--- config.mk ---
export PLATFORM = sky130hd
export DESIGN_NAME = prc_rail_regs
export DESIGN_NICKNAME = d
export VERILOG_FILES = /design/src/rtl/prc_pkg.sv /design/src/rtl/prc_rail_regs.sv /design/src/rtl/prc_pin_sync.sv
export VERILOG_INCLUDE_DIRS = /design/src /design/src/rtl
export SDC_FILE = /design/constraint.sdc
export NUM_CORES = 1
export LEC_CHECK = 0
export BUFFER_PORTS_ARGS = -buffer_cell sky130_fd_sc_hd__buf_4
export CAP_MARGIN = 5
export CELL_PAD_IN_SITES_DETAIL_PLACEMENT = 0
export CELL_PAD_IN_SITES_GLOBAL_PLACEMENT = 1
export CORE_ASPECT_RATIO = 0.6
export CORE_MARGIN = 2
export CORE_UTILIZATION = 44
export CTS_CLUSTER_DIAMETER = 150
export DETAILED_ROUTE_END_ITERATION = 7
export GPL_TIMING_DRIVEN = 0
export PLACE_DENSITY_LB_ADDON = 0.2
export SKIP_CTS_REPAIR_TIMING = 1
export SLEW_MARGIN = 25
export SYNTH_ARGS = -nofsm -noshare
export SYNTH_HDL_FRONTEND = slang
export SYNTH_SLANG_ARGS = --single-unit
--- constraint.sdc ---
create_clock -name clk -period 2.5 [get_ports clk]
set_input_delay 0.125 -clock clk [delete_from_list [all_inputs] [get_ports clk]]
set_output_delay 0.125 -clock clk [all_outputs]
set_load 0.02 [all_outputs]
--- src/rtl/prc_map.svh ---
`ifndef PRC_MAP_SVH
`define PRC_MAP_SVH
// Notes on behaviour
// rate field 00..11 = 300/450/600/750kHz, resets 01
// rail two code: 10mV steps from 0.7V
// rail three same code, resets to 0x1E
// mode bits 4 and 1: 1 forces PWM
// enable bits 5..1, one per rail
// soft-start completion sets the rail enable bit
// keep-alive bits 6..2 hold rails in sleep
// bit 0 picks sleep pin or software bit
// software bit 1 enters or leaves sleep
// discharge enables at bits 5..2, reset 0x1D
// rail one discharge resistance two-bit field
// fault response bits: 0 latch, 1 hiccup
// mute bit 0: 0 mutes, resets to 1
// read-only power-good bits 5..1
// over-voltage condition sets sticky event flag
// under-voltage condition sets sticky event flag
// write one clears flag, zero leaves it
// slave answers at seven-bit address 0x64
// the slave never stretches the clock
// mask bit 1 suppresses the matching event
// interrupt low while unmasked flag is set
// reserved and read-only bits ignore writes

// ----------------------------------------
// bus address
// ----------------------------------------
`define PRC_SLAVE_ADDR 7'h64

// ----------------------------------------
// register offsets
// ----------------------------------------
`define PRC_OFS_RATE 8'h03
`define PRC_OFS_V2 8'h04
`define PRC_OFS_V3 8'h05
`define PRC_OFS_MODE 8'h06
`define PRC_OFS_EN 8'h07
`define PRC_OFS_SLEEP 8'h08
`define PRC_OFS_DIS 8'h09
`define PRC_OFS_UVR 8'h0a
`define PRC_OFS_MUTE 8'h0b
`define PRC_OFS_PG 8'h0f
`define PRC_OFS_OV 8'h10
`define PRC_OFS_UV 8'h11
`define PRC_OFS_OVM 8'h14
`define PRC_OFS_UVM 8'h15

// ----------------------------------------
// reset values
// ----------------------------------------
`define PRC_RST_RATE 8'h02
`define PRC_RST_V2 8'h32
`define PRC_RST_V3 8'h1e
`define PRC_RST_MODE 8'h00
`define PRC_RST_EN 8'h00
`define PRC_RST_SLEEP 8'h04
`define PRC_RST_DIS 8'h1d
`define PRC_RST_UVR 8'h3e
`define PRC_RST_MUTE 8'h01
`define PRC_RST_ZERO 8'h00

// ----------------------------------------
// writable bits of each register
// ----------------------------------------
`define PRC_WM_RATE 8'h06
`define PRC_WM_VCODE 8'h7f
`define PRC_WM_MODE 8'h12
`define PRC_WM_RAIL 8'h3e
`define PRC_WM_SLEEP 8'h7f
`define PRC_WM_DIS 8'h3f
`define PRC_WM_MUTE 8'h01

// ----------------------------------------
// field positions
// ----------------------------------------
`define PRC_SLEEP_SRC_BIT 0
`define PRC_SLEEP_SW_BIT 1
`define PRC_BYTE_BITS 4'h8
`endif

--- src/rtl/prc_pkg.sv ---
package prc_pkg;

  // serial slave sequencing
  typedef enum {
    ST_IDLE, ST_ADDR, ST_ACK_ADDR, ST_PTR, ST_ACK_PTR,
    ST_WDATA, ST_ACK_W, ST_RDATA, ST_RACK
  } prc_i2c_state_type;

  // whole state of the register bank and its slave
  typedef struct packed {
    logic [7:0] rate;
    logic [7:0] v2;
    logic [7:0] v3;
    logic [7:0] mode;
    logic [7:0] en;
    logic [7:0] sleep;
    logic [7:0] dis;
    logic [7:0] uvr;
    logic [7:0] mute;
    logic [7:0] pg;
    logic [7:0] ov;
    logic [7:0] uv;
    logic [7:0] ovm;
    logic [7:0] uvm;
    logic sleep_active;
    logic [7:0] rail_run;
    logic irq_n;
    prc_i2c_state_type st;
    logic [3:0] cnt;
    logic [7:0] sh;
    logic [7:0] ptr;
    logic rw;
    logic nack;
    logic sda_oe;
    logic scl_q;
    logic sda_q;
  } prc_state_type;

endpackage

--- src/rtl/prc_rail_regs.sv ---
`timescale 1ns/1ps
`include "prc_map.svh"
// ----------------------------------------
// rail control register bank behind a serial slave port
// ----------------------------------------
module prc_rail_regs
  import prc_pkg::*;
(
  input wire logic clk,
  input wire logic rst_n,
  input wire logic scl_in,
  input wire logic sda_in,
  output logic sda_out,
  output logic sda_oe,
  input wire logic sleep_pin_n,
  input wire logic [5:1] soft_start_done,
  input wire logic [5:1] rail_good_in,
  input wire logic [5:1] ov_detect,
  input wire logic [5:1] uv_detect,
  output logic [1:0] switch_rate_select,
  output logic [6:0] rail_two_voltage_code,
  output logic [6:0] rail_three_voltage_code,
  output logic rail_one_forced_switching,
  output logic rail_four_forced_switching,
  output logic [5:1] rail_on,
  output logic [5:1] rail_keep_on,
  output logic sleep_active,
  output logic [5:1] rail_run,
  output logic [5:2] rail_drain,
  output logic [1:0] rail_one_drain_resistance,
  output logic [5:1] rail_fault_response,
  output logic mute_active,
  output logic irq_n
);

  prc_state_type state_reg;
  prc_state_type state_next;

  logic scl_s;
  logic sda_s;
  logic sleep_s;
  logic scl_rise;
  logic scl_fall;
  logic bus_start;
  logic bus_stop;
  logic [9:0] ev_pending;

  // ----------------------------------------
  // pin synchronisers
  // ----------------------------------------
  prc_pin_sync #(
    .W(3)
  ) prc_pin_sync_inst (
    .clk(clk),
    .rst_n(rst_n),
    .pin_in({scl_in, sda_in, sleep_pin_n}),
    .pin_out({scl_s, sda_s, sleep_s})
  );

  // ----------------------------------------
  // register read decode
  // ----------------------------------------
  // reserved bits are stored as zero, so a read needs no masking
  function automatic logic [7:0] reg_read(
    input prc_state_type s,
    input logic [7:0] ofs
  );
    logic [7:0] d;
    d = 8'h00;
    case (ofs)
      `PRC_OFS_RATE: d = s.rate;
      `PRC_OFS_V2: d = s.v2;
      `PRC_OFS_V3: d = s.v3;
      `PRC_OFS_MODE: d = s.mode;
      `PRC_OFS_EN: d = s.en;
      `PRC_OFS_SLEEP: d = s.sleep;
      `PRC_OFS_DIS: d = s.dis;
      `PRC_OFS_UVR: d = s.uvr;
      `PRC_OFS_MUTE: d = s.mute;
      `PRC_OFS_PG: d = s.pg;
      `PRC_OFS_OV: d = s.ov;
      `PRC_OFS_UV: d = s.uv;
      `PRC_OFS_OVM: d = s.ovm;
      `PRC_OFS_UVM: d = s.uvm;
      default: d = 8'h00;
    endcase
    return d;
  endfunction

  // rail vectors sit at bits 5..1 of their register byte
  function automatic logic [7:0] rail_byte(
    input logic [5:1] v
  );
    return {2'b00, v, 1'b0};
  endfunction

  // ----------------------------------------
  // bus condition detection
  // ----------------------------------------
  // only settled samples are compared
  // scl is an input only: the slave never stretches a transfer
  assign scl_rise = scl_s & ~state_reg.scl_q;
  assign scl_fall = ~scl_s & state_reg.scl_q;
  assign bus_start = scl_s & state_reg.scl_q & state_reg.sda_q & ~sda_s;
  assign bus_stop = scl_s & state_reg.scl_q & ~state_reg.sda_q & sda_s;

  // unmasked sticky events: over-voltage high half, under-voltage low half
  // a mask only hides the line; the flag itself still latches
  assign ev_pending = {state_reg.ov[5:1] & ~state_reg.ovm[5:1],
                       state_reg.uv[5:1] & ~state_reg.uvm[5:1]};

  // ----------------------------------------
  // next-state logic
  // ----------------------------------------
  always_comb begin
    logic [7:0] wd;
    logic [7:0] rd;
    logic do_write;
    wd = state_reg.sh;
    rd = 8'h00;
    do_write = 1'b0;
    state_next = state_reg;
    state_next.scl_q = scl_s;
    state_next.sda_q = sda_s;

    // ----------------------------------------
    // serial slave
    // ----------------------------------------
    // stop and start override any byte in progress
    if (bus_stop) begin
      state_next.st = ST_IDLE;
      state_next.sda_oe = 1'b0;
    end else if (bus_start) begin
      state_next.st = ST_ADDR;
      state_next.cnt = 4'h0;
      state_next.sda_oe = 1'b0;
    end else begin
      case (state_reg.st)
        ST_IDLE: begin
          state_next.sda_oe = 1'b0;
        end
        ST_ADDR, ST_PTR, ST_WDATA: begin
          if (scl_rise) begin
            state_next.sh = {state_reg.sh[6:0], sda_s};
            state_next.cnt = state_reg.cnt + 4'h1;
          end else if (scl_fall && state_reg.cnt == `PRC_BYTE_BITS) begin
            state_next.sda_oe = 1'b1; // acknowledge by pulling low
            case (state_reg.st)
              ST_ADDR: begin
                state_next.rw = state_reg.sh[0];
                if (state_reg.sh[7:1] == `PRC_SLAVE_ADDR) begin
                  state_next.st = ST_ACK_ADDR;
                end else begin
                  state_next.sda_oe = 1'b0;
                  state_next.st = ST_IDLE;
                end
              end
              ST_PTR: begin
                state_next.ptr = state_reg.sh;
                state_next.st = ST_ACK_PTR;
              end
              default: begin
                do_write = 1'b1;
                state_next.ptr = state_reg.ptr + 8'h01;
                state_next.st = ST_ACK_W;
              end
            endcase
          end
        end
        ST_ACK_ADDR: begin
          if (scl_fall) begin
            state_next.cnt = 4'h0;
            if (state_reg.rw) begin
              rd = reg_read(state_reg, state_reg.ptr);
              state_next.sh = rd;
              state_next.sda_oe = ~rd[7];
              state_next.ptr = state_reg.ptr + 8'h01;
              state_next.st = ST_RDATA;
            end else begin
              state_next.sda_oe = 1'b0;
              state_next.st = ST_PTR;
            end
          end
        end
        ST_ACK_PTR, ST_ACK_W: begin
          if (scl_fall) begin
            state_next.sda_oe = 1'b0;
            state_next.cnt = 4'h0;
            state_next.st = ST_WDATA;
          end
        end
        ST_RDATA: begin
          if (scl_rise) begin
            state_next.cnt = state_reg.cnt + 4'h1;
          end else if (scl_fall) begin
            if (state_reg.cnt == `PRC_BYTE_BITS) begin
              state_next.sda_oe = 1'b0; // let the master answer
              state_next.st = ST_RACK;
            end else begin
              state_next.sda_oe = ~state_reg.sh[3'(7 - state_reg.cnt)];
            end
          end
        end
        ST_RACK: begin
          if (scl_rise) begin
            state_next.nack = sda_s;
          end else if (scl_fall) begin
            state_next.cnt = 4'h0;
            if (state_reg.nack) begin
              state_next.st = ST_IDLE;
            end else begin
              rd = reg_read(state_reg, state_reg.ptr);
              state_next.sh = rd;
              state_next.sda_oe = ~rd[7];
              state_next.ptr = state_reg.ptr + 8'h01;
              state_next.st = ST_RDATA;
            end
          end
        end
        default: begin
          state_next.st = ST_IDLE;
          state_next.sda_oe = 1'b0;
        end
      endcase
    end

    // ----------------------------------------
    // register writes
    // ----------------------------------------
    // reserved and read-only bits are masked off
    if (do_write) begin
      case (state_reg.ptr)
        `PRC_OFS_RATE: state_next.rate = wd & `PRC_WM_RATE;
        `PRC_OFS_V2: state_next.v2 = wd & `PRC_WM_VCODE;
        `PRC_OFS_V3: state_next.v3 = wd & `PRC_WM_VCODE;
        `PRC_OFS_MODE: state_next.mode = wd & `PRC_WM_MODE;
        `PRC_OFS_EN: state_next.en = wd & `PRC_WM_RAIL;
        `PRC_OFS_SLEEP: state_next.sleep = wd & `PRC_WM_SLEEP;
        `PRC_OFS_DIS: state_next.dis = wd & `PRC_WM_DIS;
        `PRC_OFS_UVR: state_next.uvr = wd & `PRC_WM_RAIL;
        `PRC_OFS_MUTE: state_next.mute = wd & `PRC_WM_MUTE;
        `PRC_OFS_OV: begin
          state_next.ov = state_reg.ov & ~(wd & `PRC_WM_RAIL);
        end
        `PRC_OFS_UV: begin
          state_next.uv = state_reg.uv & ~(wd & `PRC_WM_RAIL);
        end
        `PRC_OFS_OVM: state_next.ovm = wd & `PRC_WM_RAIL;
        `PRC_OFS_UVM: state_next.uvm = wd & `PRC_WM_RAIL;
        default: begin
          // unmapped and read-only offsets drop the byte
        end
      endcase
    end

    // ----------------------------------------
    // hardware events and status
    // ----------------------------------------
    // hardware events are applied after the clear so a set wins
    state_next.ov = state_next.ov | rail_byte(ov_detect);
    state_next.uv = state_next.uv | rail_byte(uv_detect);
    // a finished soft-start marks the rail enabled
    state_next.en = state_next.en | rail_byte(soft_start_done);

    // status sampled every cycle, so a read shows the live rails
    state_next.pg = rail_byte(rail_good_in);

    // ----------------------------------------
    // sleep and interrupt
    // ----------------------------------------
    // sleep source: pin is active low, software bit active high
    if (state_reg.sleep[`PRC_SLEEP_SRC_BIT]) begin
      state_next.sleep_active = state_reg.sleep[`PRC_SLEEP_SW_BIT];
    end else begin
      state_next.sleep_active = ~sleep_s;
    end

    // in sleep only rails marked keep-on stay running
    state_next.rail_run = rail_byte(state_reg.en[5:1]
                                    & ({5{~state_reg.sleep_active}}
                                       | state_reg.sleep[6:2]));

    // interrupt line low while any unmasked flag stands
    state_next.irq_n = ~(|ev_pending);
  end

  // ----------------------------------------
  // state register
  // ----------------------------------------
  always_ff @(posedge clk) begin
    if (!rst_n) begin
      state_reg.rate <= `PRC_RST_RATE;
      state_reg.v2 <= `PRC_RST_V2;
      state_reg.v3 <= `PRC_RST_V3;
      state_reg.mode <= `PRC_RST_MODE;
      state_reg.en <= `PRC_RST_EN;
      state_reg.sleep <= `PRC_RST_SLEEP;
      state_reg.dis <= `PRC_RST_DIS;
      state_reg.uvr <= `PRC_RST_UVR;
      state_reg.mute <= `PRC_RST_MUTE;
      state_reg.pg <= `PRC_RST_ZERO;
      state_reg.ov <= `PRC_RST_ZERO;
      state_reg.uv <= `PRC_RST_ZERO;
      state_reg.ovm <= `PRC_RST_ZERO;
      state_reg.uvm <= `PRC_RST_ZERO;
      state_reg.sleep_active <= 1'b0;
      state_reg.rail_run <= `PRC_RST_ZERO;
      state_reg.irq_n <= 1'b1;
      state_reg.st <= ST_IDLE;
      state_reg.cnt <= 4'h0;
      state_reg.sh <= 8'h00;
      state_reg.ptr <= 8'h00;
      state_reg.rw <= 1'b0;
      state_reg.nack <= 1'b0;
      state_reg.sda_oe <= 1'b0;
      state_reg.scl_q <= 1'b1;
      state_reg.sda_q <= 1'b1;
    end else begin
      state_reg <= state_next;
    end
  end

  // ----------------------------------------
  // outputs, all straight from flip-flops except sda_out, which is tied low, and mute_active, which inverts mute bit 0
  // ----------------------------------------
  // open-drain data line: the output level is always low
  assign sda_out = 1'b0;
  assign sda_oe = state_reg.sda_oe;
  assign switch_rate_select = state_reg.rate[2:1];
  assign rail_two_voltage_code = state_reg.v2[6:0];
  assign rail_three_voltage_code = state_reg.v3[6:0];
  assign rail_one_forced_switching = state_reg.mode[1];
  assign rail_four_forced_switching = state_reg.mode[4];
  assign rail_on = state_reg.en[5:1];
  assign rail_keep_on = state_reg.sleep[6:2];
  assign sleep_active = state_reg.sleep_active;
  assign rail_run = state_reg.rail_run[5:1];
  assign rail_drain = state_reg.dis[5:2];
  assign rail_one_drain_resistance = state_reg.dis[1:0];
  assign rail_fault_response = state_reg.uvr[5:1];
  assign mute_active = ~state_reg.mute[0];
  assign irq_n = state_reg.irq_n;

endmodule

--- src/rtl/prc_pin_sync.sv ---
`timescale 1ns/1ps
// ----------------------------------------
// three-stage pin synchroniser
// ----------------------------------------
module prc_pin_sync #(
  parameter int W = 3
) (
  input wire logic clk,
  input wire logic rst_n,
  input wire logic [W-1:0] pin_in,
  output logic [W-1:0] pin_out
);

  typedef struct packed {
    logic [W-1:0] s1;
    logic [W-1:0] s2;
    logic [W-1:0] s3;
    logic [W-1:0] q;
  } prc_sync_type;

  prc_sync_type sync_reg;
  prc_sync_type sync_next;

  // a change is accepted only once stages two and three agree,
  // which filters one-sample glitches on the bus wires
  always_comb begin
    sync_next = sync_reg;
    sync_next.s1 = pin_in;
    sync_next.s2 = sync_reg.s1;
    sync_next.s3 = sync_reg.s2;
    for (int i = 0; i < W; i++) begin
      if (sync_reg.s2[i] == sync_reg.s3[i]) begin
        sync_next.q[i] = sync_reg.s3[i];
      end
    end
  end

  // idle bus lines and an awake sleep pin all rest high
  always_ff @(posedge clk) begin
    if (!rst_n) begin
      sync_reg <= '1;
    end else begin
      sync_reg <= sync_next;
    end
  end

  assign pin_out = sync_reg.q;

endmodule

---- Yosys cells after proc, flatten, opt, wreduce, memory -nomap -nowiden ----
Index checks and enable logic that the tools add are counted.
word-level totals
  input bits .............................. 25
  register bits ........................... 155
  output and inout port bits .............. 49
cells by class
  reductions and logical operators ........ 28
  eq/ne operators ......................... 52
  multiplexer cells ....................... 71
  $lt $le $gt $ge ......................... 1
  bitwise logic cells ..................... 35
  $add $sub $neg .......................... 3
operators by type and width
  cell                 number
  $mux 32              6
  $pmux 32 s6          1
  $mux 52              3
  $eq 32x3->1 const B  4
  $mux 8               14
  $pmux 8 s14          1
  $mux 36              2
  $eq 32x2->1 const B  2
  $pmux 16 s3          1
  $eq 8x4->1 const B   5
  $mux 40              1
  $ne 3x3->1 const B   11
  $eq 32x1->1 const B  1
  $eq 32x4->1 const B  1
  $eq 8x3->1 const B   4
  $eq 8x5->1 const B   4
  $logic_not 32->1     1
  $mux 16              2
  $ne 2x2->1 const B   14
  $mux 6               4
  $or 8x6->8           3
  $mux 1               23
  $pmux 4 s5           1
  $reduce_and 10->1    2
  other kinds (37)     79

---- Logic depth before layout (Yosys ltp) ----
  depth after elaboration ................. 13
  depth in mapped cells ................... 10
  mapped depth without buffers ............ 8

---- Hierarchy ----
A second synthesis with hierarchy kept.
second synthesis, totals
  cell total of the unflattened synthesis .. 744
  area total of the unflattened synthesis .. 6398.6 µm²
by module, submodules not included
  module         area each (µm²)  cells an instance  instances  sequential area each (µm²)
  prc_rail_regs  6013.3           710                1          2062.0
  prc_pin_sync   385.4            34                 1          240.2

---- Least setup slack after synthesis ----
OpenSTA, ideal clock, no wires.
  path type ............................... register to register
  start ................................... register state_reg[5] (netlist name)
  end ..................................... register state_reg[13] (netlist name)
  slack ................................... 278 ps
  setup time .............................. 118 ps
  period minus slack after synthesis ...... 2222 ps
  buffers on the path ..................... 1
  arrival time ............................ 2105 ps
  stages on the path, launching flop included .. 10
  path through ............................ dfxtp_1 inv_1 ha_1 clkbuf_1 nor3_1 nor3_1 or3_1 o211ai_1 o211ai_1 o2111a_1
between the ends
  word-level cells in the longest chain between the ends .. 12
RTL lines
  item                                      line                  RTL
  from (decl)                               prc_rail_regs.sv:36   prc_state_type state_reg;
  $eq 8x5->1, or another cell as far along  prc_rail_regs.sv:70   case (ofs)
  $pmux 8 s14 (*)                           prc_rail_regs.sv:70
  $mux 8                                    prc_rail_regs.sv:209  if (state_reg.nack) begin
  $mux 8                                    prc_rail_regs.sv:207  end else if (scl_fall) begin
  $mux 8                                    prc_rail_regs.sv:205  if (scl_rise) begin
  $mux 8                                    prc_rail_regs.sv:138  case (state_reg.st)
  $mux 8                                    prc_rail_regs.sv:133  end else if (bus_start) begin
  $mux 8                                    prc_rail_regs.sv:130  if (bus_stop) begin
  $mux 16                                   prc_rail_regs.sv:209
  $mux 52                                   prc_rail_regs.sv:207
  $mux 52                                   prc_rail_regs.sv:205
  $pmux 16 s3 (*)                           prc_rail_regs.sv:138
Every way passes the cells marked *; elsewhere a longest branch is shown, timed or not. The select of a mux whose other input is x is not followed.
A chain may end at the register's enable or synchronous reset.

---- Final worst setup path ----
  start ................................... register state_reg[7] (netlist name)
  end ..................................... register state_reg[15] (netlist name)
The elaborated chain is that of the path after synthesis.

==> flow_metrics.env <==
export IMPL_fin_worst_skew_ns=0.0102
export IMPL_wl_um=23400
export IMPL_drt_iter0_drc=786
export IMPL_crit_path_start_kind="register"
export IMPL_io_pins=74
export IMPL_firstDrtPassIters=5
export IMPL_start_util_pct=45.7
export IMPL_cp_slowest_cell="dfxtp_1"
export IMPL_grt_use_total_pct=30.1
export IMPL_rr_worst_depth=8
export IMPL_wire_per_inst_um=21.9
export IMPL_synth_edf_count=0
export IMPL_final_area_sq_um=8060
export IMPL_grt_pass1_vias=5658
export IMPL_globalRouteMet3Util_pct=10.8
export IMPL_drive_gt1_share_pct=23.6
export IMPL_synth_area_leaders="dfxtp_1 (36%), mux2i_1 (6.2%), nand2_1 (5.4%)"
export IMPL_critical_path_endpoint_type="register"
export IMPL_via_per_inst=5.75
export IMPL_syn_area_per_cell_sq_um=8.41
export IMPL_area_growth_pct=27.1
export IMPL_met1_usage_pct=47.2
export IMPL_drv_slew=0
export IMPL_cts_path_max_buffers=2
export IMPL_cp_arrival_ns=2.75
export IMPL_synth_warnings=0
export IMPL_largest_reg_flops=56
export IMPL_portBuffers=72
export IMPL_syn_area_sq_um=6340
export IMPL_grt_overflow_total=0
export IMPL_holdPathEnd="prc_pin_sync_inst.sync_next[5]"
export IMPL_cp_data_required_time_ns=2.84
export IMPL_dp_hpwl_um=17100
export IMPL_drc=0
export IMPL_top_usage_layer="met1"
export IMPL_grt_first_pass_wirelength_um=35200
export IMPL_grt_start_max_net_pins=17
export IMPL_max_vdd_ir_drop_v=0.000331
export IMPL_cts_tree="yes"
export IMPL_setup_worst_path_start="state_reg[7]"
export IMPL_clkTransAtPathRegs_ns=0.06
export IMPL_r2r_slack_ns=0.09
export IMPL_synthCells=754
export IMPL_max_freq_mhz=415
export IMPL_chipHeight_um=97
export IMPL_routabilityCongestion=0.964
export IMPL_yosys_area_top_type="dfxtp_1"
export IMPL_async_reset_ff_share_pct=0
export IMPL_dp_cells=1018
export IMPL_worstReg2RegStart="state_reg[7]"
export IMPL_core_area_sq_um=13900
export IMPL_period_share_pct=96.5
export IMPL_fin_cells=1072
export IMPL_die_x_um=159
export IMPL_rr_endpoint="state_reg[15]"
export IMPL_yosysTopAreaCellShare_pct=36.3
export IMPL_final_cell_mix="buf_4 (119), dfxtp_1 (114), nand2_1 (91)"
export IMPL_rsz0062_at_grt="no"
export IMPL_fin_hold_ws_ns=0.408
export IMPL_crit_type="reg2reg"
export IMPL_final_util_pct=58.1
export IMPL_fin_crit_ns=2.41
export IMPL_synth_cell_types=82
export IMPL_final_common_cell="buf_4"
export IMPL_crit_path_max_incr_delay_ns=0.47
export IMPL_vias=6169
export IMPL_antenna_cells=0
export IMPL_ys_seq_area_share_pct=36.3
export IMPL_clk_latency_ns=0.41
export IMPL_hp_start="prc_pin_sync_inst.sync_next[8]"
export IMPL_worst_pin_slew_ns=0.831
export IMPL_dieArea_sq_um=15400
export IMPL_max_cap_violations=0
export IMPL_num_rows=33
export IMPL_synth_nets=786
export IMPL_slew_headroom_pct=44.6
export IMPL_final_hold_viol_count=0
export IMPL_crit_chain="clkbuf_2, buf_2, mux2i_1, nor3_1, a211oi_1, a21oi_1, o21bai_1, a31oi_1"
export IMPL_cts_buffers=17
export IMPL_synth_ff_type="dfxtp_1"
export IMPL_gr_usage_met2_pct=38.0
export IMPL_h_tree_depth=4
export IMPL_hold_class="reg2reg"
export IMPL_whs_path_depth=1
export IMPL_clkSinkCount=115
export IMPL_status="finished, final reports clean"
export IMPL_leakage_nw=3.31
export IMPL_setup_violations=0
export IMPL_final_antenna_net_count=0
export IMPL_clockRootBuffer="clkbuf_16"
export IMPL_dpl_cell_area_sq_um=7130
export IMPL_nets=899
export IMPL_power_density_nw_per_um2=586
export IMPL_synth_seq_cells=115
export IMPL_critPathMaxFanout=10
export IMPL_antenna_found_initial=0
[cells by family after synthesis]
logic type | synth area share (%)
compound gates | 21.5
xor+xnor | 0.691
other cells | 0.0591
mux | 8.29
simple gates | 21.2
flops | 36.3
buf+inv | 10.5
fa+ha+maj | 1.38
[cell usage after synthesis, drive strengths merged, types with 5 or more instances]
library cell,count
a211oi,13
a21boi,16
a21o,7
a21oi,40
a22oi,11
a31oi,7
and2,8
and3,5
buf,62
clkbuf,34
dfxtp,115
ha,7
inv,30
mux2,8
mux2i,39
nand2,91
nand2b,18
nand3,26
nand3b,5
nor2,34
nor2b,30
nor3,19
o21a,17
o21ai,23
o22ai,9
[per-layer routing]
layer / part of all wire [%] / vias up
met2: 37 / 337
li1: - / 2853
met3: 12 / 19
met5: 0 / -
met4: 1.1 / 0
met1: 49 / 2960
[power breakdown]
group,internal [mW],switching (mW)
Combinational,0.123,0.117
Clock,1.64,0.956
Sequential,1.87,0.0243
[cell type report]
type | instances | area (sq um)
inverters | 30 | 113
clock buffers | 19 | 453
repair buffers | 99 | 803
well taps | 192 | 240
multi-input cells | 513 | 3430
clock inverters | 13 | 174
fillers | 1278 | 5810
plain buffers | 91 | 544
flip-flops and latches | 115 | 2300
[stage by stage]
step / TNS [ns] / power [mW] / setup WS [ns]
floorplan: 0 / 2.04 / 0.278
global placement: -5.48 / 2.13 / -0.323
detailed placement: -4.78 / 2.14 / -0.345
CTS: -5.75 / 4.71 / -0.368
global route: 0 / 4.87 / 0.0185
finish: 0 / 4.72 / 0.0887
[critical path, delay by kind of cell (launching register included)]
| family | cells | cell delay (ns) |
|---|---|---|
| buffers and inverters | 2 | 0.74 |
| AO/OA/AOI/OAI | 4 | 0.54 |
| multiplexers | 1 | 0.14 |
| AND/OR/NAND/NOR | 1 | 0.45 |
| flip-flops | 1 | 0.47 |
[worst max-delay path by stage]
stage,end,cells past startpoint
6_report,state_reg[15],8
5_1_grt,state_reg[18],8
3_5_place_dp,state_reg[19],9
2_1_floorplan,state_reg[13],9
3_3_place_gp,state_reg[19],9
4_1_cts,state_reg[19],9
Power figures use the tool's default switching activity.
